===== config.mk =====
export PLATFORM = sky130hd
export DESIGN_NAME = hrwc_top
export DESIGN_NICKNAME = d
export VERILOG_FILES = /design/src/rtl/hrwc_pkg.sv /design/src/rtl/hrwc_top.sv
export SDC_FILE = /design/constraint.sdc
export NUM_CORES = 2
export LEC_CHECK = 0
export BUFFER_PORTS_ARGS = -buffer_cell sky130_fd_sc_hd__buf_2
export CAP_MARGIN = 20
export CELL_PAD_IN_SITES_DETAIL_PLACEMENT = 1
export CELL_PAD_IN_SITES_GLOBAL_PLACEMENT = 2
export CORE_MARGIN = 3
export CORE_UTILIZATION = 44
export DETAILED_ROUTE_END_ITERATION = 12
export GPL_ROUTABILITY_DRIVEN = 1
export HOLD_SLACK_MARGIN = 0.02
export PLACE_DENSITY = 0.95
export SETUP_SLACK_MARGIN = 0.3
export SLEW_MARGIN = 10
export SYNTH_ARGS = -nofsm -noshare
export SYNTH_HDL_FRONTEND = slang
export SYNTH_SLANG_ARGS = --single-unit

===== constraint.sdc =====
create_clock -name i_clock -period 27.6 [get_ports i_clock]
set_input_delay 2.76 -clock i_clock [delete_from_list [all_inputs] [get_ports i_clock]]
set_output_delay 2.76 -clock i_clock [all_outputs]
set_load 0.01 [all_outputs]

===== src/rtl/hrwc_pkg.sv =====
// Constants, register map and carrier types of the resonance wave control block
package hrwc_pkg;

   // ----------------------------------------------------------------
   // Timing
   // ----------------------------------------------------------------
   localparam int          CLK_NS      = 100;
   localparam longint     PER_LSB_PS  = 1333320;   // Period LSB, 1333.32 ns
   localparam int          TICK_CYC    = int'(PER_LSB_PS / (CLK_NS * 1000));
   localparam logic [3:0]  TICK_LAST   = 4'(TICK_CYC - 1);
   localparam longint     PS_PER_S    = 64'd1000000000000;
   localparam longint     FREQ_MIN_HZ = 50;
   localparam longint     FREQ_MAX_HZ = 300;
   localparam logic [14:0] PER_MAX     = 15'(PS_PER_S / (FREQ_MIN_HZ * PER_LSB_PS));
   localparam logic [14:0] PER_MIN     = 15'(PS_PER_S / (FREQ_MAX_HZ * PER_LSB_PS));
   localparam logic [14:0] PER_SAT     = 15'h7FFF;
   localparam logic [2:0]  BRAKE_MIN_HP = 3'h3;    // Brake allowed only after more than this many half-periods
   localparam int          GAIN_SHIFT  = 8;

   // ----------------------------------------------------------------
   // Shape points
   // ----------------------------------------------------------------
   localparam logic [8:0]  PT_ZERO     = 9'h000;
   localparam logic [8:0]  PT_PEAK     = 9'h100;   // 100 % of peak current

   // ----------------------------------------------------------------
   // Register byte offsets
   // ----------------------------------------------------------------
   localparam logic [7:0]  A_CTRL   = 8'h00;
   localparam logic [7:0]  A_GAIN   = 8'h04;
   localparam logic [7:0]  A_LIMIT  = 8'h08;
   localparam logic [7:0]  A_DPER   = 8'h0C;
   localparam logic [7:0]  A_SHAPE  = 8'h10;
   localparam logic [7:0]  A_V2I    = 8'h14;
   localparam logic [7:0]  A_PNOW   = 8'h18;
   localparam logic [7:0]  A_PAVG   = 8'h1C;
   localparam logic [7:0]  A_IMP    = 8'h20;
   localparam logic [7:0]  A_STAT   = 8'h24;

   // ----------------------------------------------------------------
   // Carrier types
   // ----------------------------------------------------------------
   typedef struct packed {
      logic motion_sense_en;
      logic brake_en;
      logic shape_gen_select;
      logic amplitude_loop_en;
      logic resistance_cal_off;
      logic factor_hold;
      logic range_check_block;
      logic prop_gain_autoscale_en;
      logic resonance_follow_en;
   } hrwc_ctrl_t;

   typedef struct packed {
      logic [15:0] freq_integ_gain;
      logic [15:0] freq_prop_gain;
   } hrwc_gain_t;

   typedef struct packed {
      logic [7:0] brake_threshold;
      logic [7:0] track_min_backemf;
      logic [7:0] initial_lock_threshold;
   } hrwc_limit_t;

   typedef struct packed {
      logic [4:0] peak_current;
      logic [7:0] shape_point3_scale;
      logic [7:0] shape_point2_scale;
      logic [7:0] shape_point1_scale;
   } hrwc_shape_t;

   // ----------------------------------------------------------------
   // Reset values
   // ----------------------------------------------------------------
   localparam hrwc_ctrl_t  CTRL_RST  = 9'h181;
   localparam hrwc_gain_t  GAIN_RST  = 32'h0040_0080;
   localparam hrwc_limit_t LIMIT_RST = 24'h30_10_08;
   localparam logic [14:0] DPER_RST  = 15'h0EA6;
   localparam hrwc_shape_t SHAPE_RST = 29'h1FEC_B461;
   localparam logic [15:0] V2I_RST   = 16'h0100;

endpackage : hrwc_pkg


===== src/rtl/hrwc_top.sv =====
// Resonance tracking, braking, impedance and custom wave drive control
`timescale 1ns/10ps
`default_nettype none
module hrwc_top
   import hrwc_pkg::*;
(
   input  wire logic        i_clock,
   input  wire logic        i_rst,
   input  wire logic        i_wb_cyc,
   input  wire logic        i_wb_stb,
   input  wire logic        i_wb_we,
   input  wire logic [7:0]  i_wb_adr,
   input  wire logic [31:0] i_wb_dat,
   input  wire logic [3:0]  i_wb_sel,
   output logic      [31:0] o_wb_dat,
   output logic             o_wb_ack,
   input  wire logic        i_zero_cross,
   input  wire logic [7:0]  i_backemf,
   input  wire logic [9:0]  i_imp_meas,
   input  wire logic        i_play_active,
   input  wire logic        i_play_start,
   input  wire logic        i_stop_req,
   input  wire logic [7:0]  i_amplitude,
   input  wire logic        i_frame_per_vld,
   input  wire logic [14:0] i_frame_per,
   output logic      [7:0]  o_drive_level,
   output logic             o_drive_polarity,
   output logic             o_brake,
   output logic             o_fault,
   output logic             o_track_on,
   output logic      [14:0] o_drive_period
);

   hrwc_ctrl_t         ctrl_q;
   hrwc_gain_t         gain_q;
   hrwc_limit_t        lim_q;
   hrwc_shape_t        shape_q;
   logic [14:0]        dper_q;
   logic [15:0]        v2i_q;
   logic [9:0]         imp_q;
   logic               fault_q;
   logic               lock_q;
   logic               trk_q;
   logic [14:0]        track_q;
   logic signed [21:0] integ_q;
   logic [14:0]        per_now_q;
   logic [14:0]        per_avg_q;
   logic [14:0]        hist_q [4];
   logic [14:0]        meas_q;
   logic [3:0]         tick_q;
   logic               tick;
   logic [2:0]         zc_sync_q;
   logic               zc_evt;
   logic [14:0]        act_per_q;
   logic [14:0]        hp_cnt_q;
   logic               bnd;
   logic               pol_q;
   logic [2:0]         hp_num_q;
   logic               stop_pend_q;
   logic               brake_q;
   logic               imp_pend_q;
   logic [7:0]         amp_q;
   logic [14:0]        step_q;
   logic [2:0]         pt_q;
   logic [8:0]         pt_val;
   logic [16:0]        lvl_prod;
   logic [31:0]        rdata;
   logic [31:0]        wmerged;
   logic               wr;
   logic               range_err;
   logic               trk_ok;

   // ----------------------------------------------------------------
   // Wishbone slave
   // ----------------------------------------------------------------
   always_comb begin
      case (i_wb_adr)
         A_CTRL:  rdata = 32'(ctrl_q);
         A_GAIN:  rdata = gain_q;
         A_LIMIT: rdata = 32'(lim_q);
         A_DPER:  rdata = {16'h0000, dper_q[14:7], 1'b0, dper_q[6:0]};
         A_SHAPE: rdata = 32'(shape_q);
         A_V2I:   rdata = {16'h0000, v2i_q};
         A_PNOW:  rdata = {16'h0000, per_now_q[14:7], 1'b0, per_now_q[6:0]};
         A_PAVG:  rdata = {16'h0000, per_avg_q[14:7], 1'b0, per_avg_q[6:0]};
         A_IMP:   rdata = {16'h0000, imp_q[9:2], 6'h00, imp_q[1:0]};
         A_STAT:  rdata = {28'h0000000, trk_q, lock_q, brake_q, fault_q};
         default: rdata = 32'h00000000;
      endcase
   end

   always_comb begin
      for (int b = 0; b < 4; b++) begin
         wmerged[b*8 +: 8] = i_wb_sel[b] ? i_wb_dat[b*8 +: 8] : rdata[b*8 +: 8];
      end
   end

   // Write lands on the edge where the master sees ack
   assign wr = i_wb_cyc & i_wb_stb & i_wb_we & o_wb_ack;

   always_ff @(posedge i_clock) begin
      if (i_rst) begin
         o_wb_ack <= 1'b0;
         o_wb_dat <= 32'h00000000;
      end else begin
         o_wb_ack <= i_wb_cyc & i_wb_stb & ~o_wb_ack;
         o_wb_dat <= rdata;
      end
   end

   always_ff @(posedge i_clock) begin
      if (i_rst) begin
         ctrl_q  <= CTRL_RST;
         gain_q  <= GAIN_RST;
         lim_q   <= LIMIT_RST;
         dper_q  <= DPER_RST;
         shape_q <= SHAPE_RST;
      end else if (wr) begin
         case (i_wb_adr)
            A_CTRL:  ctrl_q  <= hrwc_ctrl_t'(wmerged[8:0]);
            A_GAIN:  gain_q  <= wmerged;
            A_LIMIT: lim_q   <= hrwc_limit_t'(wmerged[23:0]);
            A_DPER:  dper_q  <= {wmerged[15:8], wmerged[6:0]};
            A_SHAPE: shape_q <= hrwc_shape_t'(wmerged[28:0]);
            default: ;
         endcase
      end
   end

   // ----------------------------------------------------------------
   // Zero-cross synchroniser and period timebase
   // ----------------------------------------------------------------
   always_ff @(posedge i_clock) begin
      if (i_rst) begin
         zc_sync_q <= 3'h0;
      end else begin
         zc_sync_q <= {zc_sync_q[1:0], i_zero_cross};
      end
   end
   assign zc_evt = zc_sync_q[2] ^ zc_sync_q[1];

   always_ff @(posedge i_clock) begin
      if (i_rst || tick) begin
         tick_q <= 4'h0;
      end else begin
         tick_q <= tick_q + 4'h1;
      end
   end
   assign tick = (tick_q == TICK_LAST);

   // ----------------------------------------------------------------
   // Half-period measurement and period reports
   // ----------------------------------------------------------------
   always_ff @(posedge i_clock) begin
      if (i_rst || zc_evt) begin
         meas_q <= 15'h0000;
      end else if (tick && meas_q != PER_SAT) begin
         meas_q <= meas_q + 15'h0001;
      end
   end

   generate
      for (genvar g = 0; g < 4; g++) begin : g_hist
         always_ff @(posedge i_clock) begin
            if (i_rst) begin
               hist_q[g] <= 15'h0000;
            end else if (zc_evt) begin
               hist_q[g] <= (g == 0) ? meas_q : hist_q[(g == 0) ? 0 : g - 1];
            end
         end
      end
   endgenerate

   always_ff @(posedge i_clock) begin
      if (i_rst) begin
         per_now_q <= 15'h0000;
         per_avg_q <= 15'h0000;
      end else begin
         per_now_q <= 15'(({1'b0, hist_q[0]} + {1'b0, hist_q[1]}));
         per_avg_q <= 15'((({2'b00, hist_q[0]} + {2'b00, hist_q[1]})
                        + ({2'b00, hist_q[2]} + {2'b00, hist_q[3]})) >> 1);
      end
   end

   // ----------------------------------------------------------------
   // Resonance PI tracker
   // ----------------------------------------------------------------
   logic signed [16:0] err_c;
   logic [15:0]        kp_c;
   logic signed [33:0] pprod_c;
   logic signed [33:0] iprod_c;
   logic signed [21:0] sum_c;
   logic [16:0]        aerr_c;

   assign trk_ok = ctrl_q.resonance_follow_en & i_play_active
                 & (i_backemf >= lim_q.track_min_backemf);

   always_comb begin
      err_c   = signed'({2'b00, per_now_q}) - signed'({2'b00, track_q});
      aerr_c  = err_c[16] ? 17'(-err_c) : 17'(err_c);
      kp_c    = (ctrl_q.prop_gain_autoscale_en && lock_q)
              ? (gain_q.freq_prop_gain >> 1) : gain_q.freq_prop_gain;
      pprod_c = 34'(err_c) * 34'(signed'({1'b0, kp_c}));
      iprod_c = 34'(err_c) * 34'(signed'({1'b0, gain_q.freq_integ_gain}));
      sum_c   = signed'({7'h00, dper_q}) + 22'(pprod_c >>> GAIN_SHIFT) + integ_q;
   end

   always_ff @(posedge i_clock) begin
      if (i_rst || i_play_start) begin
         integ_q <= 22'sh000000;
         track_q <= dper_q;
         lock_q  <= 1'b0;
      end else if (trk_ok && zc_evt) begin
         integ_q <= integ_q + 22'(iprod_c >>> GAIN_SHIFT);
         if (sum_c < 0) begin
            track_q <= 15'h0000;
         end else if (sum_c > signed'({7'h00, PER_SAT})) begin
            track_q <= PER_SAT;
         end else begin
            track_q <= sum_c[14:0];
         end
         if (aerr_c <= {9'h000, lim_q.initial_lock_threshold}) begin
            lock_q <= 1'b1;
         end
      end
   end

   always_ff @(posedge i_clock) begin
      if (i_rst) begin
         trk_q <= 1'b0;
      end else begin
         trk_q <= trk_ok;
      end
   end

   // ----------------------------------------------------------------
   // Frequency range fault, write one to clear, set wins
   // ----------------------------------------------------------------
   assign range_err = trk_q & ~ctrl_q.range_check_block
                    & ((track_q < PER_MIN) | (track_q > PER_MAX));

   always_ff @(posedge i_clock) begin
      if (i_rst) begin
         fault_q <= 1'b0;
      end else if (range_err) begin
         fault_q <= 1'b1;
      end else if (wr && i_wb_adr == A_STAT && i_wb_sel[0] && i_wb_dat[0]) begin
         fault_q <= 1'b0;
      end
   end

   // ----------------------------------------------------------------
   // Half-period drive timing; updates only at zero-cross
   // ----------------------------------------------------------------
   assign bnd = i_play_active & tick & (hp_cnt_q >= {1'b0, act_per_q[14:1]});

   always_ff @(posedge i_clock) begin
      if (i_rst || !i_play_active) begin
         hp_cnt_q  <= 15'h0000;
         act_per_q <= dper_q;
         pol_q     <= 1'b0;
         hp_num_q  <= 3'h0;
         amp_q     <= 8'h00;
      end else if (bnd) begin
         hp_cnt_q <= 15'h0000;
         pol_q    <= ~pol_q;
         if (hp_num_q != 3'h7) begin
            hp_num_q <= hp_num_q + 3'h1;
         end
         if (trk_q) begin
            act_per_q <= track_q;
         end else if (i_frame_per_vld) begin
            act_per_q <= i_frame_per;
         end else begin
            act_per_q <= dper_q;
         end
         if (ctrl_q.amplitude_loop_en && i_backemf > lim_q.brake_threshold) begin
            amp_q <= (i_amplitude > (i_backemf - lim_q.brake_threshold))
                   ? i_amplitude - (i_backemf - lim_q.brake_threshold)
                   : 8'h00;
         end else begin
            amp_q <= i_amplitude;
         end
      end else if (tick) begin
         hp_cnt_q <= hp_cnt_q + 15'h0001;
      end
   end

   // ----------------------------------------------------------------
   // Rapid stop braking
   // ----------------------------------------------------------------
   always_ff @(posedge i_clock) begin
      if (i_rst || !i_play_active) begin
         stop_pend_q <= 1'b0;
         brake_q     <= 1'b0;
      end else begin
         if (i_stop_req && ctrl_q.brake_en && hp_num_q > BRAKE_MIN_HP) begin
            stop_pend_q <= 1'b1;
         end else if (bnd) begin
            stop_pend_q <= 1'b0;
         end
         if (brake_q && (zc_evt || i_backemf <= lim_q.brake_threshold)) begin
            brake_q <= 1'b0;
         end else if (bnd && stop_pend_q) begin
            brake_q <= 1'b1;
         end
      end
   end

   // ----------------------------------------------------------------
   // Impedance one-shot and voltage-to-current factor
   // ----------------------------------------------------------------
   always_ff @(posedge i_clock) begin
      if (i_rst) begin
         imp_pend_q <= 1'b0;
         imp_q      <= 10'h000;
         v2i_q      <= V2I_RST;
      end else if (i_play_start) begin
         imp_pend_q <= 1'b1;
      end else if (bnd && imp_pend_q) begin
         imp_pend_q <= 1'b0;
         if (!(ctrl_q.factor_hold && ctrl_q.resistance_cal_off)) begin
            imp_q <= i_imp_meas;
            v2i_q <= {6'h00, i_imp_meas};
         end
      end else if (wr && i_wb_adr == A_V2I) begin
         v2i_q <= wmerged[15:0];
      end
   end

   // ----------------------------------------------------------------
   // Custom wave: eight points per half, mirrored, sign by polarity
   // ----------------------------------------------------------------
   always_ff @(posedge i_clock) begin
      if (i_rst || !i_play_active || bnd) begin
         step_q <= 15'h0000;
         pt_q   <= 3'h0;
      end else if (tick) begin
         if (step_q >= {4'h0, act_per_q[14:4]}) begin
            step_q <= 15'h0000;
            if (pt_q != 3'h7) begin
               pt_q <= pt_q + 3'h1;
            end
         end else begin
            step_q <= step_q + 15'h0001;
         end
      end
   end

   always_comb begin
      case (pt_q)
         3'h0:    pt_val = PT_ZERO;
         3'h1:    pt_val = {1'b0, shape_q.shape_point1_scale};
         3'h2:    pt_val = {1'b0, shape_q.shape_point2_scale};
         3'h3:    pt_val = {1'b0, shape_q.shape_point3_scale};
         3'h4:    pt_val = PT_PEAK;
         3'h5:    pt_val = {1'b0, shape_q.shape_point3_scale};
         3'h6:    pt_val = {1'b0, shape_q.shape_point2_scale};
         default: pt_val = {1'b0, shape_q.shape_point1_scale};
      endcase
      lvl_prod = 17'(amp_q) * 17'(pt_val);
   end

   // ----------------------------------------------------------------
   // Registered outputs
   // ----------------------------------------------------------------
   always_ff @(posedge i_clock) begin
      if (i_rst) begin
         o_drive_level    <= 8'h00;
         o_drive_polarity <= 1'b0;
         o_brake          <= 1'b0;
         o_fault          <= 1'b0;
         o_track_on       <= 1'b0;
         o_drive_period   <= DPER_RST;
      end else begin
         o_drive_level    <= ctrl_q.shape_gen_select ? lvl_prod[15:8] : amp_q;
         o_drive_polarity <= pol_q ^ brake_q;
         o_brake          <= brake_q;
         o_fault          <= fault_q;
         o_track_on       <= trk_q;
         o_drive_period   <= act_per_q;
      end
   end
endmodule : hrwc_top
`default_nettype wire


==> impl_metrics.csv <==
group,metric,value,unit
timing,final-setup-viol-count,0,
synthesis,synth_compound_area_share,11.5,%
clock_network,root_buffer,"clkbuf_16",
detailed_routing,drt-initial-drc-count,2538,
detailed_routing,vias,34400,
detailed_routing,totalWireLength,140000,um
setup_path,critical_path_class,"flip-flop to flip-flop",
timing,rsz0062_at_grt,"no",
placement,dpl_cell_area,43300,um^2
timing,finalSetupTns,0,ns
layout,layoutNonFillerInstCount,6044,
synthesis,synthMuxAreaShare,1.62,%
setup_path,required,27.99,ns
timing,relSlewSlack,26.8,%
clock_network,cts_buffers,50,
timing,tightest_slew,1.09,ns
layout,final_common_cell,"inv_1",
synthesis,synth-edff-count,90,
placement,place_inst,5948,
timing,worst_clock_skew,0.0611,ns
placement,gp_congestion,0.937,
placement,dp_slack,15.38,ns
setup_path,crit_path_max_fanout,31,
clock_network,htreeDepth,2,
synthesis,synth_top_family_by_area,"adder cells",
synthesis,yosys.area_share.xor_xnor,3.99,%
synthesis,ys_ff_latch,410,
layout,fin_nets,5727,
synthesis,netlist_top_cells_area,"fa_1 (23%), dfxtp_1 (16%), ha_1 (12%), edfxtp_1 (6.6%), inv_1 (6.1%)",
setup_path,cp_top_family,"adder cells",
clock_network,post_cts_buffers,0,
synthesis,syn_area,41100,um^2
global_routing,grt-ovfl-total,0,
floorplan,io-pin-count,155,
global_routing,grt_max_degree,85,
synthesis,seq_area_frac_synth,22.2,%
clock_network,ctsResizeCount,0,
floorplan,core-area,92100,um^2
setup_path,cpPeakStageDelay,0.62,ns
synthesis,synth_fp_nets,5652,
setup_path,critPathMostFrequentCell,"fa_1",
synthesis,synth_top_flop_cell,"dfxtp_1",
global_routing,grt_pass1_vias,36700,
hold_path,hold_class,"flip-flop to flip-flop",
global_routing,grt_usage,28.8,%
synthesis,yosys.area_share.simple,17.5,%
clock_network,cts_tree,"built",
synthesis,syn_inst,4684,
global_routing,grt_pass1_wl,217000,um
timing,max_clock_freq,80.8,MHz
layout,layout-drive-gt1-share,7.69,%
setup_path,arrival,12.77,ns
synthesis,avgSynthCellArea,8.77,um^2
timing,postLayoutSetupSlackWorst,15.22,ns
power_and_ir_drop,p_leak,21.0,nW
timing,whs,0.407,ns
clock_network,clk_pin_slew_worst_paths,0.06,ns
floorplan,die_w,312,um
outcome,status,"completed",
floorplan,rows,111,
setup_path,critPathLaunchType,"flip-flop",
timing,final.period_utilization,44.9,%
synthesis,ys_warn_count,0,
power_and_ir_drop,peakVddDrop,0.128,mV
synthesis,synth_cell_types,84,
floorplan,start_util,44.6,%
job,cap_violations,0,
global_routing,antenna_found_initial,6,
setup_path,critPathBufInv,7,
placement,dp_hpwl,109000,um
timing,period_needed,12.38,ns
layout,most-common-layout-cells,"inv_1 (663), nand2_1 (540), fa_1 (477)",
layout,postLayoutCellArea,45100,um^2
synthesis,synthAdderAreaFrac,35.3,%
layout,antenna-diode-count,0,
placement,io_buffers,154,
detailed_routing,antenna_left,0,
clock_network,clock-sinks,410,
timing,hold_violations,0,
synthesis,async_flop_share,0,%
clock_network,holdBufCountCts,0,
detailed_routing,firstDrtPassIters,5,
layout,syn2layout_area_growth,9.71,%
clock_network,clk_latency,0.69,ns
synthesis,yosys.area.top_type_share,23.2,%
detailed_routing,avgRoutedWirePerCell,23.1,um
clock_network,cts_buffer_depth,3,
synthesis,synth_largest_area_cell,"fa_1",
setup_path,crit_slowest_cell,"xnor2_2",
detailed_routing,route.detailed.drc,0,
setup_path,end_kind,"flip-flop",
timing,final-max-slew-violation-count,0,
floorplan,dieArea,97100,um^2
floorplan,chipHeight,312,um
power_and_ir_drop,pwr_density_cell,82.1,nW/um^2
detailed_routing,via_per_inst,5.69,
-- Yosys cell counts, drive strengths merged, types with 30 or more instances --
| master | number |
|---|---|
| mux2i | 47 |
| xnor2 | 116 |
| nand4 | 35 |
| inv | 664 |
| and3 | 33 |
| o21a | 35 |
| clkbuf | 186 |
| a22oi | 69 |
| edfxtp | 90 |
| o21ai | 99 |
| nand2 | 544 |
| and2 | 197 |
| nor3 | 85 |
| ha | 396 |
| a21o | 51 |
| a21oi | 224 |
| a31oi | 30 |
| nor2 | 456 |
| nand2b | 35 |
| fa | 477 |
| nor2b | 50 |
| nand3 | 55 |
| xor2 | 68 |
| dfxtp | 320 |
| o211ai | 49 |
-- metal layers --
| layer | routed length [um] | up-vias | GRT usage [%] |
|---|---|---|---|
| li1 | - | 15400 | - |
| met1 | 59200 | 17500 | 38.6 |
| met2 | 64400 | 1113 | 46.4 |
| met3 | 9800 | 303 | 4.97 |
| met4 | 6220 | 8 | 11.3 |
| met5 | 49 | - | 0 |
-- state kept, by name, indices dropped and copies added (netlist names), 9 cells and up --
register	count
gain_q	32
track_q	15
o_drive_period	15
step_q	15
imp_q	10
meas_q	15
act_per_q	15
dper_q	15
hist_q	60
ctrl_q	9
integ_q	22
o_wb_dat	32
lim_q	24
v2i_q	16
per_now_q	15
shape_q	29
hp_cnt_q	15
per_avg_q	15
-- path summary, 6_finish.rpt --
kind | end | slack, ns | cells past startpoint | from
setup / recovery | track_q[0]$_DFFE_PP_ | 15.22 | 42 | track_q[0]$_DFFE_PP_
hold / removal | zc_sync_q[1]$_SDFF_PP0_ | 0.41 | 1 | zc_sync_q[0]$_SDFF_PP0_
setup reg to reg | track_q[0]$_DFFE_PP_ | 15.22 | 42 | track_q[0]$_DFFE_PP_
hold reg to reg | zc_sync_q[1]$_SDFF_PP0_ | 0.41 | 1 | zc_sync_q[0]$_SDFF_PP0_
-- cell families (layout without fill, tap and decap cells) --
group / after synthesis / in the layout
buffers and inverters: 864 / 981
DFF: 410 / 410
adders and majority gates: 873 / 873
AOI/OAI and AO/OA: 727 / 727
xor gates and xnor gates: 185 / 185
muxes: 63 / 63
and+or+nand+nor: 1562 / 1562
-- through the flow --
stage | power [mW] | utilization, %
finish | 3.70 | 49.0
global placement | 2.91 | 47.1
CTS | 3.70 | 48.9
floorplan | 2.26 | -
global route | 3.98 | 49.0
detailed placement | 2.98 | 47.1
-- report_power, final --
group / internal, mW / leakage, nW / switching, mW / total [mW]
combinational: 0.889 / 16.7 / 1.46 / 2.35
sequential: 0.643 / 3.52 / 0.0263 / 0.670
clock: 0.385 / 0.826 / 0.302 / 0.688
total: 1.92 / 21.0 / 1.79 / 3.70
-- area by class of cell --
type	instances	area, um^2
Clock buffer	71	1460
Sequential cell	410	9110
Inverter	664	2490
Clock inverter	23	250
Multi-Input combinational cell	3410	28900
Tap cell	1243	1560
Fill cell	10800	47000
Timing Repair Buffer	223	1310
-- worst reg2reg max path: cells and delay by family (launching register included) --
kind | cells | cell delay (ns)
fa+ha+maj | 11 | 4.86
simple gates | 4 | 1.14
compound gates | 16 | 3.84
flops | 1 | 0.39
xor+xnor | 4 | 1.10
buf+inv | 7 | 0.76
No activity file was read; power rests on OpenSTA's default activity.
